--- src/logic/nsl_consts.vh ---
// What this block does
// - ready state: green led triple flash repeating about once per second
// - managing node ready: keep communicating, drop all received process data
// - controlled node ready: transmit mapped process data, ignore received cyclic data
// - controlled node ready: red led lights when managing node has failed
// - operational: green led steady on, mapping applied, received data evaluated
// - stopped: green led blinks at about 2.5 Hz
// - a managing node never enters the stopped state
// - controlled node stopped: no output data, no input data provided
// - stopped entered or left only on managing node command
// - system stop error: four red on-phases, each 150 ms or 600 ms
// - error code repeats forever with 2 s pause between repetitions
// - ram error code: short short short long, then pause
// - hardware error code: long short short long, then pause
// - controlled node goes pre-operational-2 to ready only on command once configured
`ifndef NSL_CONSTS_VH
`define NSL_CONSTS_VH

`define NSL_CLK_HZ 25000000
`define NSL_TICK_DIV 25000
`define NSL_SHORT_MS 150
`define NSL_LONG_MS 600
`define NSL_PAUSE_MS 2000
`define NSL_FLASH_PERIOD_MS 1000
`define NSL_BLINK_HALF_MS 200
`define NSL_MS_W 11
// states of the node
`define NSL_ST_PREOP2 3'h0
`define NSL_ST_READY 3'h1
`define NSL_ST_OPER 3'h2
`define NSL_ST_STOP 3'h3
`define NSL_ST_OTHER 3'h4
// commands from the managing node
`define NSL_CMD_NONE 3'h0
`define NSL_CMD_READY 3'h1
`define NSL_CMD_OPER 3'h2
`define NSL_CMD_STOP 3'h3
`define NSL_CMD_LEAVE_STOP 3'h4
`define NSL_CMD_PREOP2 3'h5
// error code patterns, bit 3 first phase, 1 = long
`define NSL_CODE_RAM 4'h1
`define NSL_CODE_HW 4'h9
`define NSL_PHASES 3'h4

`endif

--- src/logic/nsl_err_coder.v ---
`timescale 1ns/10ps
`include "nsl_consts.vh"
// ==========
// red error code sequencer
module nsl_err_coder #(
  parameter MS_W = `NSL_MS_W
) (
  sys_clk, // clock
  rst, // sync reset
  clkEn, // clock enable
  msTick, // one-cycle ms pulse
  active, // error code active
  code, // 4-phase pattern, 1 = long
  redOn // red on during error
);
  input wire sys_clk;
  input wire rst;
  input wire clkEn;
  input wire msTick;
  input wire active;
  input wire [3:0] code;
  output reg redOn;

  localparam S_IDLE = 2'h0;
  localparam S_ON = 2'h1;
  localparam S_GAP = 2'h2;
  localparam S_PAUSE = 2'h3;
  localparam [MS_W-1:0] SHORT_LEN = `NSL_SHORT_MS;
  localparam [MS_W-1:0] LONG_LEN = `NSL_LONG_MS;

  reg [1:0] state_reg;
  reg [1:0] state_next;
  reg [MS_W-1:0] msCnt_reg;
  reg [MS_W-1:0] msCnt_next;
  reg [2:0] phase_reg;
  reg [2:0] phase_next;
  wire [MS_W-1:0] onLen;
  wire curLong;

  assign curLong = code[3 - phase_reg[1:0]];
  assign onLen = curLong ? LONG_LEN : SHORT_LEN;

  always @* begin
    state_next = state_reg;
    msCnt_next = msCnt_reg;
    phase_next = phase_reg;
    if (!active) begin
      state_next = S_IDLE;
      msCnt_next = {MS_W{1'b0}};
      phase_next = 3'h0;
    end else if (msTick || state_reg == S_IDLE) begin
      msCnt_next = msCnt_reg + 1'b1;
      case (state_reg)
        S_IDLE: begin
          state_next = S_ON;
          msCnt_next = {MS_W{1'b0}};
          phase_next = 3'h0;
        end
        S_ON: begin
          if (msCnt_reg == onLen - 1'b1) begin
            msCnt_next = {MS_W{1'b0}};
            phase_next = phase_reg + 1'b1;
            // last phase goes straight to the long pause
            state_next = (phase_reg == `NSL_PHASES - 1'b1) ? S_PAUSE : S_GAP;
          end
        end
        S_GAP: begin
          if (msCnt_reg == `NSL_SHORT_MS - 1) begin
            msCnt_next = {MS_W{1'b0}};
            state_next = S_ON;
          end
        end
        S_PAUSE: begin
          if (msCnt_reg == `NSL_PAUSE_MS - 1) begin
            msCnt_next = {MS_W{1'b0}};
            phase_next = 3'h0;
            state_next = S_ON;
          end
        end
        default: state_next = S_IDLE;
      endcase
    end
  end

  always @(posedge sys_clk) begin
    if (rst) begin
      state_reg <= S_IDLE;
      msCnt_reg <= {MS_W{1'b0}};
      phase_reg <= 3'h0;
      redOn <= 1'b0;
    end else if (clkEn) begin
      state_reg <= state_next;
      msCnt_reg <= msCnt_next;
      phase_reg <= phase_next;
      redOn <= (state_next == S_ON);
    end
  end
endmodule

--- src/logic/nsl_status_led.v ---
`timescale 1ns/10ps
`include "nsl_consts.vh"
// ==========
// node status and led coder
module nsl_status_led #(
  parameter TICK_DIV = `NSL_TICK_DIV,
  parameter MS_W = `NSL_MS_W
) (
  sys_clk, // 25 MHz clock
  rst, // sync reset, active high
  clkEn, // freezes all state when low
  isManager, // 1 = managing node role
  configured, // node configuration complete
  cmdValid, // command from managing node, pulse
  cmdCode, // command code
  managerFail, // managing node lost
  ramErr, // system stop: ram error
  hwErr, // system stop: hardware error
  nodeState, // current node state
  greenLed, // green status led
  redLed, // red error led
  txEnable, // transmit process data
  txMapped, // transmitted data follows mapping
  rxEvaluate, // evaluate received cyclic data
  inputProvide, // provide input data to application
  outputEnable, // drive output data
  commActive // cyclic/async communication running
);
  input wire sys_clk;
  input wire rst;
  input wire clkEn;
  input wire isManager;
  input wire configured;
  input wire cmdValid;
  input wire [2:0] cmdCode;
  input wire managerFail;
  input wire ramErr;
  input wire hwErr;
  output reg [2:0] nodeState;
  output reg greenLed;
  output reg redLed;
  output reg txEnable;
  output reg txMapped;
  output reg rxEvaluate;
  output reg inputProvide;
  output reg outputEnable;
  output reg commActive;

  // ==========
  // millisecond timebase
  reg [15:0] divCnt_reg;
  reg msTick;
  always @(posedge sys_clk) begin
    if (rst) begin
      divCnt_reg <= 16'h0000;
      msTick <= 1'b0;
    end else if (clkEn) begin
      msTick <= (divCnt_reg == TICK_DIV - 1);
      if (divCnt_reg == TICK_DIV - 1)
        divCnt_reg <= 16'h0000;
      else
        divCnt_reg <= divCnt_reg + 16'h0001;
    end
  end

  // ==========
  // node state machine
  reg [2:0] state_next;
  always @* begin
    state_next = nodeState;
    if (cmdValid) begin
      case (cmdCode)
        `NSL_CMD_READY: begin
          // only a configured node in preop2 may advance
          if (nodeState == `NSL_ST_PREOP2 && configured)
            state_next = `NSL_ST_READY;
        end
        `NSL_CMD_OPER: begin
          if (nodeState == `NSL_ST_READY)
            state_next = `NSL_ST_OPER;
        end
        `NSL_CMD_STOP: begin
          if (!isManager)
            state_next = `NSL_ST_STOP;
        end
        `NSL_CMD_LEAVE_STOP: begin
          if (nodeState == `NSL_ST_STOP)
            state_next = `NSL_ST_PREOP2;
        end
        `NSL_CMD_PREOP2: state_next = `NSL_ST_PREOP2;
        default: state_next = nodeState;
      endcase
    end
    if (isManager && state_next == `NSL_ST_STOP)
      state_next = `NSL_ST_PREOP2;
  end

  // ==========
  // green patterns, one shared ms counter
  reg [MS_W-1:0] patCnt_reg;
  wire [MS_W-1:0] patCnt_next;
  wire blinkWrap;
  wire flashWrap;
  reg green_next;
  assign blinkWrap = (nodeState == `NSL_ST_STOP) &&
                     (patCnt_reg == `NSL_BLINK_HALF_MS * 2 - 1);
  assign flashWrap = (patCnt_reg == `NSL_FLASH_PERIOD_MS - 1);
  assign patCnt_next = (state_next != nodeState || blinkWrap || flashWrap) ?
                       {MS_W{1'b0}} : patCnt_reg + 1'b1;

  // three flashes, equal on and off gaps, rest of second dark
  function flashOn;
    input [MS_W-1:0] t;
    begin
      flashOn = (t < `NSL_SHORT_MS) ||
                (t >= 2 * `NSL_SHORT_MS && t < 3 * `NSL_SHORT_MS) ||
                (t >= 4 * `NSL_SHORT_MS && t < 5 * `NSL_SHORT_MS);
    end
  endfunction

  always @* begin
    case (nodeState)
      `NSL_ST_READY: green_next = flashOn(patCnt_reg);
      `NSL_ST_OPER: green_next = 1'b1;
      `NSL_ST_STOP: green_next = (patCnt_reg < `NSL_BLINK_HALF_MS);
      default: green_next = 1'b0;
    endcase
  end

  // ==========
  // system stop error code
  wire errActive;
  wire [3:0] errCode;
  wire errRed;
  assign errActive = ramErr | hwErr;
  // hardware error wins when both are flagged
  assign errCode = hwErr ? `NSL_CODE_HW : `NSL_CODE_RAM;

  nsl_err_coder #(
    .MS_W(MS_W)
  ) uErr (
    .sys_clk(sys_clk),
    .rst(rst),
    .clkEn(clkEn),
    .msTick(msTick),
    .active(errActive),
    .code(errCode),
    .redOn(errRed)
  );

  // ==========
  // registers and data path controls
  always @(posedge sys_clk) begin
    if (rst) begin
      nodeState <= `NSL_ST_PREOP2;
      patCnt_reg <= {MS_W{1'b0}};
      greenLed <= 1'b0;
      redLed <= 1'b0;
      txEnable <= 1'b0;
      txMapped <= 1'b0;
      rxEvaluate <= 1'b0;
      inputProvide <= 1'b0;
      outputEnable <= 1'b0;
      commActive <= 1'b0;
    end else if (clkEn) begin
      nodeState <= state_next;
      if (msTick || state_next != nodeState)
        patCnt_reg <= patCnt_next;
      greenLed <= green_next;
      if (errActive)
        redLed <= errRed;
      else
        redLed <= !isManager && managerFail &&
                  nodeState == `NSL_ST_READY;
      case (state_next)
        `NSL_ST_READY: begin
          commActive <= 1'b1;
          txEnable <= !isManager;
          txMapped <= !isManager;
          rxEvaluate <= 1'b0;
          inputProvide <= 1'b0;
          outputEnable <= 1'b1;
        end
        `NSL_ST_OPER: begin
          commActive <= 1'b1;
          txEnable <= 1'b1;
          txMapped <= 1'b1;
          rxEvaluate <= 1'b1;
          inputProvide <= 1'b1;
          outputEnable <= 1'b1;
        end
        `NSL_ST_STOP: begin
          commActive <= 1'b1;
          txEnable <= 1'b0;
          txMapped <= 1'b0;
          rxEvaluate <= 1'b0;
          inputProvide <= 1'b0;
          outputEnable <= 1'b0;
        end
        default: begin
          commActive <= 1'b1;
          txEnable <= 1'b0;
          txMapped <= 1'b0;
          rxEvaluate <= 1'b0;
          inputProvide <= 1'b0;
          outputEnable <= 1'b0;
        end
      endcase
    end
  end
endmodule

--- config.mk ---
export PLATFORM = sky130hd
export DESIGN_NAME = nsl_status_led
export DESIGN_NICKNAME = d
export VERILOG_FILES = /design/src/logic/nsl_err_coder.v /design/src/logic/nsl_status_led.v
export VERILOG_INCLUDE_DIRS = /design/src /design/src/logic
export SDC_FILE = /design/constraint.sdc
export NUM_CORES = 1
export LEC_CHECK = 0
export ABC_AREA = 1
export CORE_UTILIZATION = 50
export CTS_CLUSTER_DIAMETER = 80
export CTS_CLUSTER_SIZE = 28
export DETAILED_ROUTE_END_ITERATION = 12
export DONT_BUFFER_PORTS = 1
export PLACE_DENSITY_LB_ADDON = 0.25
export SYNTH_ARGS = -nofsm -noshare
export SYNTH_HDL_FRONTEND = slang
export SYNTH_SLANG_ARGS = --single-unit
--- constraint.sdc ---
create_clock -name sys_clk -period 1.7 [get_ports sys_clk]
set_input_delay 0.255 -clock sys_clk [delete_from_list [all_inputs] [get_ports sys_clk]]
set_output_delay 0.255 -clock sys_clk [all_outputs]
set_load 0.01 [all_outputs]
======== After elaboration in Yosys (flattened, before gate mapping) ========
Index checks and enable logic that the tools add are counted.
word-level totals
  bits in registers ....................... 54
  output and inout port bits .............. 11
  bits of input ports ..................... 12
operators by class
  reduce and logical (&&, ||, !) cells .... 20
  equal/unequal tests ..................... 27
  bitwise gates (word level) .............. 1
  muxes and demuxes ....................... 36
  order comparisons ....................... 7
  add/subtract/negate cells ............... 6
operator list
  cell                   count
  $mux 11                6
  $pmux 11 s4            1
  $lt 32x3->1 const B    1
  $mux 3                 10
  $add 11x1->11 const B  2
  $lt 11x8->1 const B    2
  $eq 3x2->1 const B     7
  $add 16x1->16 const B  1
  $eq 16x15->1 const B   1
  $mux 16                1
  $pmux 3 s5             1
  $eq 11x10->1 const B   1
  $eq 11x11->1           1
  $eq 11x11->1 const B   1
  $eq 11x8->1 const B    1
  $eq 11x9->1 const B    1
  $ge 11x10->1 const B   1
  $ge 11x9->1 const B    1
  $lt 11x10->1 const B   1
  $lt 11x9->1 const B    1
  $sub 11x1->11 const B  1
  $mux 10                1
  $mux 2                 5
  $eq 3x1->1 const B     3
  25 further kinds       45

======== Logic depth before layout (Yosys ltp) ========
Gate-level depths: netlist (run 1).
  depth in word-level cells ............... 12
  gate-level depth with buffers ........... 17
  depth with buffers taken out ............ 17

======== Hierarchy ========
From an unflattened synthesis (run 1), not the netlist that was laid out.
second synthesis, totals
  cells, all modules ...................... 551
  area total of the unflattened synthesis .. 3538.4 µm²
modules (own cells, without submodules)
  module          area an instance (µm²)  cells each  times used
  nsl_status_led  2332.2                  360         1
  nsl_err_coder   1206.2                  191         1

======== Worst setup path before layout (run 1) ========
Ideal clock, no wire load.
  path kind ............................... reg-to-reg
  start point ............................. register nodeState[2]
  end point ............................... register patCnt_reg[10]
  setup time .............................. 112 ps
  stages on the path, launching flop included .. 17
  required time ........................... 1588 ps
  arrival ................................. 1797 ps
  buffers on the path ..................... 0
  path slack .............................. -209 ps
  path through ............................ dfxtp_1 -> inv_2 -> nand3_1 -> nand3_1 -> nand2_1 -> nand2_1 -> nand3_1 -> and2_1 -> nand2_1 -> nand3_2 -> nand2_2 -> nor2_4 -> nand3_4 -> nand2_1 -> nor2_1 -> nor2_1 -> nor2_1
on the way
  longest elaborated chain between the ends .. 12
  elaborated cells on any way between the ends .. 20
  classes of those cells .................. eq/ne (4); mux (8); reduce/logical (8)
ends and longest elaborated chain
  element                        line                                        text
  start, declared                nsl_status_led.v:39                         output reg [2:0] nodeState;
  start signal, assigned         nsl_status_led.v:155                        nodeState <= `NSL_ST_PREOP2;
  start signal, assigned         nsl_status_led.v:166                        nodeState <= state_next;
  $logic_not 3->1 (no line)      -
  $logic_and 1x1->1              nsl_status_led.v:75                         if (nodeState == `NSL_ST_PREOP2 && configured)
  $mux 3                         nsl_status_led.v:75
  $pmux 3 s5                     nsl_status_led.v:72                         case (cmdCode)
  $mux 3                         nsl_status_led.v:71                         if (cmdValid) begin
  $eq 3x2->1 (no line)           -
  $logic_and 1x1->1 (no line)    -
  $mux 3                         nsl_status_led.v:94                         if (isManager && state_next == `NSL_ST_STOP)
  $ne 3x3->1                     nsl_status_led.v:108, nsl_status_led.v:167
  $logic_or 1x1->1 (2 in a row)  nsl_status_led.v:108                        assign patCnt_next = (state_next != nodeState || blinkWrap || flashWrap) ?
  $mux 11                        nsl_status_led.v:108
  end signal, assigned           nsl_status_led.v:156                        patCnt_reg <= {MS_W{1'b0}};
  end signal, assigned           nsl_status_led.v:168                        patCnt_reg <= patCnt_next;
  end, declared                  nsl_status_led.v:100                        reg [MS_W-1:0] patCnt_reg;
Parallel ways exist; a longest one is shown, timed or not.
A chain may end at the register's enable or synchronous reset.

======== Worst setup path in the final report (run 1) ========
  start point ............................. register nodeState[0]
  end point ............................... register patCnt_reg[4]
The elaborated chain is that of the path after synthesis.

==> impl_results.md, run 1 <==
- Run status: finished with violations
- Violated checks: negative setup slack
- Crit end category: register
- EDFF count, synth: 0
- Crit Reg-Reg Startpoint: nodeState[0]$_SDFFE_PP0P_
- Clock buffer depth: 2
- Pwr/cell area: 576.3 nW/um^2
- Ys async rst share: 0%
- Yosys cell types: 43
- Drc violations: 0
- Relative slew slack: 36.57%
- Root Driver: clkbuf_8
- Yosys top cell by area: dfxtp_1
- Hold Fails Final Rpt: 0
- Clock Skews: 0.01238 ns
- Crit path max-delay cell type: dfxtp_4
- Class of the worst hold path: primary input to register
- Gr usage total: 27.34%
- CP delay by family, top: simple AND/OR/NAND/NOR gates
- Largest cells by area after synthesis: dfxtp_1 (33%), nand2_1 (11%), nor2_1 (8.2%), inv_1 (7.8%), nand3_1 (6.2%)
- Max IR drop VDD: 548.3 uV
- Endpoints failing setup: 31
- Synth Cell Area: 3314 sq um
- Area grow syn2layout: 49.26%
- Finished layout cell area: 4947 sq um
- Pin count of the biggest net entering global routing: 33
- Setup ws final: -0.3198 ns
- Hold Slack: 0.005699 ns
- Final slew viol count: 0
- #FFs+latches synth: 54
- Startpoint types: register
- Net Count, Synth: 524
- Final net count: 637
- Vias in the first global route: 3694
- Max FFs per register: 16
- Max FO, Critical Path: 10
- Core Region: 6386 sq um
- Via count: 3847
- IO buf count: 0
- Total grt overflow: 0
- RSZ-0062 raised after global routing: true
- Worst Max-Slew Pin Slew: 0.9483 ns
- WL per Instance: 14.80 um
- F_max: 0.4951 GHz
- Most used DFF post-synth: dfxtp_1
- Initial antenna violation count: 0
- Seq/Total Area, Yosys: 32.62%
- Reg-to-reg slack, setup: -0.32 ns
- CTS tree: yes
- Share of cells above drive strength 1: 41.61%
- Row count: 29
- ANT nets after route: 0
- DP HPWL: 6021 um
- Crit path launch: nodeState[0]$_SDFFE_PP0P_
- Worst path required time: 1.92 ns
- CP Buf/Inv Count: 2
- Final worst path period share: 118.8%
- Cell Area, Placed: 3980 sq um
- Worst-Skew Late Latency: 0.32 ns
- CP max stage delay: 0.41 ns
- DRT Pass-1 Iters: 7
- GP Congestion: 0.8926
- Antenna cells: 0
- Count leader, synth: nand2_1
- Crit-path cells: inv_4 -> nor3_4 -> nand2_1 -> nand3_2 -> nand3_2 -> nor2_2 -> nand2_1 -> nand3_2 -> nand2_2 -> nor2_4 -> nand3_4 -> buf_12 -> nand3_2 -> nand2_1 -> nand2_1 -> nor2_1
- Crit Path Category: register to register
- First-pass GRT wire length: 16010 um
- Top-level port count: 23
- Share of the synthesized area in the top cell type: 32.62%
- Most frequent cells after synthesis: nand2_1 (96), nor2_1 (72), inv_1 (69), dfxtp_1 (54), nand3_1 (41)
- Horiz. Die Dim: 83.42 um
- Fin crit period: 2.020 ns
- Routed WL: 10320 um
- Post-synthesis area per instance: 6.550 sq um
- Pleak: 2.062 nW
- H-tree depth: 2
- Number of CTS-inserted buffers: 5
- Mapped Cells: 506
- Data arrival, critical path: 2.24 ns
- Iter 0 DRT Violations: 198
- Hold path startpoint: rst
- Setup WS pre-CTS: -0.3073 ns
- Yosys warns: 0
- Clk sinks: 54
- Vias per cell: 5.519
- Clock transition at path regs: 0.10 ns
- Die area: 6958 sq um
- Initial Utilization: 51.90%
- Max-cap viol count: 0
- Die height: 83.42 um
[power by group]
group | total (mW) | switching (mW) | internal [mW]
Combinational | 0.610 | 0.332 | 0.278
Sequential | 1.33 | 0.0356 | 1.29
Clock | 0.912 | 0.465 | 0.448
Total | 2.85 | 0.833 | 2.02
[logic make-up after synthesis]
group / count (synthesis) / synth area share (%)
and+or+nand+nor: 272 / 37.79
buffers and inverters: 86 / 11.14
AOI/OAI and AO/OA: 82 / 14.61
DFF: 54 / 32.62
xor gates and xnor gates: 6 / 1.585
adders and majority gates: 6 / 2.265
[cells in the final DEF, fill, tap and decap left out, types with 10 or more instances in the layout]
cell type and count:
a21oi_1 28, nand3_1 18, nor2_4 10, nand2_1 82
nor2_1 55, nor3_1 12, dfxtp_1 40, o21ai_0 11
nand4_1 19, buf_6 11, nor2_2 11, inv_2 12
a21oi_2 14, nand2_2 13, buf_4 101, inv_1 56
nand3_2 21, dfxtp_2 11
[routing by layer]
metal	part of all wire, %	track usage [%]	up-vias
met2	50	47.99	106
met5	0	0	-
met3	4.4	4.771	22
li1	-	-	1911
met1	43	34.24	1808
met4	2.4	8.012	0
[metrics by stage]
| stage | std cells | power, mW | utilization [%] | setup TNS, ns |
|---|---|---|---|---|
| floorplan | 506 | 1.625 | - | -0.8266 |
| global route | 697 | 2.985 | 77.47 | -9.716 |
| global placement | 650 | 1.729 | 62.32 | -3.797 |
| CTS | 681 | 2.773 | 70.67 | -2.999 |
| finish | 697 | 2.851 | 77.47 | -5.280 |
| detailed placement | 650 | 1.738 | 62.32 | -5.323 |
[final cells by class]
type / instances / area, sq um
clock buffers: 5 / 68.82
inverters: 73 / 281.5
multi-input cells: 367 / 2395
fillers: 429 / 1439
repair buffers: 118 / 952.2
flip-flops and latches: 54 / 1106
clock inverters: 3 / 47.55
well taps: 77 / 96.34
[worst reg2reg max path: cells and delay by family (launching register included)]
kind / cells / cell delay (ns)
flops: 1 / 0.41
buf+inv: 2 / 0.26
simple gates: 14 / 1.28
[repair_timing]
action,CTS,global route
gates resized for setup,64,83
endpoints found under the setup margin,33,37
pin swaps,18,32
hold buffers,2,3
setup buffers,22,14
endpoints found under the hold margin,21,3
gates cloned,1,0
[final timing paths]
path | endpoint | depth (start not counted)
worst min-delay path | nodeState[1]$_SDFFE_PP0P_ | 1
worst max register to register | patCnt_reg[4]$_SDFFE_PP0P_ | 16
worst min register to register | uErr.redOn$_SDFFE_PP0P_ | 2
worst max-delay path | patCnt_reg[4]$_SDFFE_PP0P_ | 16
(Power assumes the default switching activity.)
==> inputs of run 2 (changes only) <==
- GPL_TIMING_DRIVEN: unset -> 0
- PLACE_DENSITY: unset -> 0.68
- PLACE_DENSITY_LB_ADDON: 0.25 -> unset
- SLEW_MARGIN: unset -> 10
==> impl_results.md, run 2 (synthesis gave the netlist of run 1 again) <==
- Run status: finished with violations
- Violated checks: negative setup slack
- Crit path max-delay cell type: dfxtp_4
- Share of cells above drive strength 1: 31.02%
- Data arrival, critical path: 2.28 ns
- F_max: 0.4841 GHz
- Worst Max-Slew Pin Slew: 0.6473 ns
- Hold Fails Final Rpt: 0
- Commonest non-fill, non-tap cell in the layout: nand2_1
- Max-cap viol count: 0
- Top cell by count, worst path: nand2_1
- Area grow syn2layout: 31.86%
- Vias per cell: 5.462
- DP HPWL: 5732 um
- Crit end category: register
- Clock transition at path regs: 0.10 ns
- Pleak: 1.781 nW
- Worst R2R Path Depth: 16
- GP Congestion: 0.9210
- Class of the worst hold path: primary input to register
- Core Region: 6386 sq um
- Gr usage total: 25.41%
- Vias in the first global route: 3306
- Crit Path Category: register to register
- Endpoints failing setup: 17
- Die area: 6958 sq um
- Number of CTS-inserted buffers: 5
- Hold Crit Depth: 2
- Top-level port count: 23
- Reg-to-reg slack, setup: -0.37 ns
- Initial antenna violation count: 0
- Worst path required time: 1.91 ns
- Cell Area, Placed: 3475 sq um
- Antenna cells: 0
- Via count: 3485
- Total grt overflow: 0
- Row count: 29
- ANT nets after route: 0
- H-tree depth: 2
- Final slew viol count: 0
- Iter 0 DRT Violations: 169
- First-pass GRT wire length: 14630 um
- Hold Buf Count CTS: 0
- Startpoint types: register
- Max FO, Critical Path: 6
- Max IR drop VDD: 539.5 uV
- Horiz. Die Dim: 83.42 um
- Clock Skews: 0.01138 ns
- Max FFs per register: 16
- Final worst path period share: 121.5%
- CTS tree: yes
- Finished layout cell area: 4370 sq um
- Worst-Skew Late Latency: 0.31 ns
- Root Driver: clkbuf_8
- Worst Hold End: uErr.msCnt_reg[10]$_SDFFE_PP0P_
- Pwr/cell area: 586.4 nW/um^2
- Setup ws final: -0.3658 ns
- Most frequent cells in the layout: nand2_1 (89), nor2_1 (61), inv_1 (59)
- Crit Reg-Reg Startpoint: nodeState[0]$_SDFFE_PP0P_
- DRT Pass-1 Iters: 4
- Final core utilization: 68.44%
- Relative slew slack: 56.84%
- RSZ-0062 raised after global routing: true
- Clock buffer depth: 2
- Final cell count without fillers: 638
- RR Endpoint: patCnt_reg[5]$_SDFFE_PP0P_
- CP max stage delay: 0.43 ns
- Pin count of the biggest net entering global routing: 17
- Cells after DPL: 583
- Drc violations: 0
- Hold path startpoint: rst
- Crit-path cells: inv_6 -> nor3_4 -> nand2_1 -> nand3_2 -> nand3_4 -> nor2_4 -> nand2_1 -> nand3_2 -> nand2_2 -> nor2_4 -> nand3_4 -> buf_6 -> nand3_2 -> nand2_1 -> nand2_1 -> nor2_1
- Final net count: 579
- Setup TNS: -4.139 ns
- Fin crit period: 2.066 ns
- Die height: 83.42 um
- IO buf count: 0
- Initial Utilization: 51.90%
- WL per Instance: 13.93 um
- Clk sinks: 54
- Routed WL: 8888 um
run 2: metal layers:
metal	track usage (%)	wire, um
met2	44.86	4468
met5	0	0
met4	7.704	106
met1	31.66	3978
met3	4.175	334
run 2: worst max path at each step:
| stage | start | to | cells past startpoint |
|---|---|---|---|
| 6_report | nodeState[0]$_SDFFE_PP0P_ | patCnt_reg[5]$_SDFFE_PP0P_ | 16 |
| 5_1_grt | nodeState[0]$_SDFFE_PP0P_ | patCnt_reg[5]$_SDFFE_PP0P_ | 16 |
| 4_1_cts | nodeState[2]$_SDFFE_PP0P_ | patCnt_reg[7]$_SDFFE_PP0P_ | 17 |
| 3_5_place_dp | divCnt_reg[0]$_SDFFE_PP0P_ | divCnt_reg[14]$_SDFFE_PP0P_ | 12 |
| 3_3_place_gp | divCnt_reg[0]$_SDFFE_PP0P_ | divCnt_reg[14]$_SDFFE_PP0P_ | 12 |
| 2_1_floorplan | nodeState[2]$_SDFFE_PP0P_ | patCnt_reg[1]$_SDFFE_PP0P_ | 17 |
run 2: timing repair:
item,in CTS,in global routing
setup endpoints to repair,40,42
pin swaps,19,49
gates cloned,2,0
setup buffers,37,12
resized for setup,49,74
run 2: critical path: cells and delay by family (launching register included):
kind	cells	cell delay, ns
DFF	1	0.43
buffers and inverters	2	0.21
and+or+nand+nor	14	1.31
run 2: layout make-up:
class / count / area (sq um)
plain buffers: 13 / 103.9
clock buffers: 5 / 68.82
clock inverters: 2 / 13.76
fillers: 529 / 2016
inverters: 73 / 281.5
multi-input cells: 367 / 2288
flip-flops and latches: 54 / 1112
well taps: 77 / 96.34
repair buffers: 47 / 405.4
run 2: power breakdown:
group	switching (mW)	leakage, nW	internal [mW]
Sequential	0.0389	0.445	1.29
Clock	0.438	0.0444	0.286
Combinational	0.299	1.29	0.212
Total	0.776	1.78	1.79
run 2: per-stage QoR:
stage               power [mW]  hold slack [ns]  setup WS (ns)
finish                   2.563           0.1748        -0.3658
global route             2.695           0.1648        -0.5045
CTS                      2.539           0.1693        -0.3283
detailed placement       1.703           0.4556        -0.4455
global placement         1.698           0.4509        -0.3856
floorplan                1.625           0.4398       -0.09179
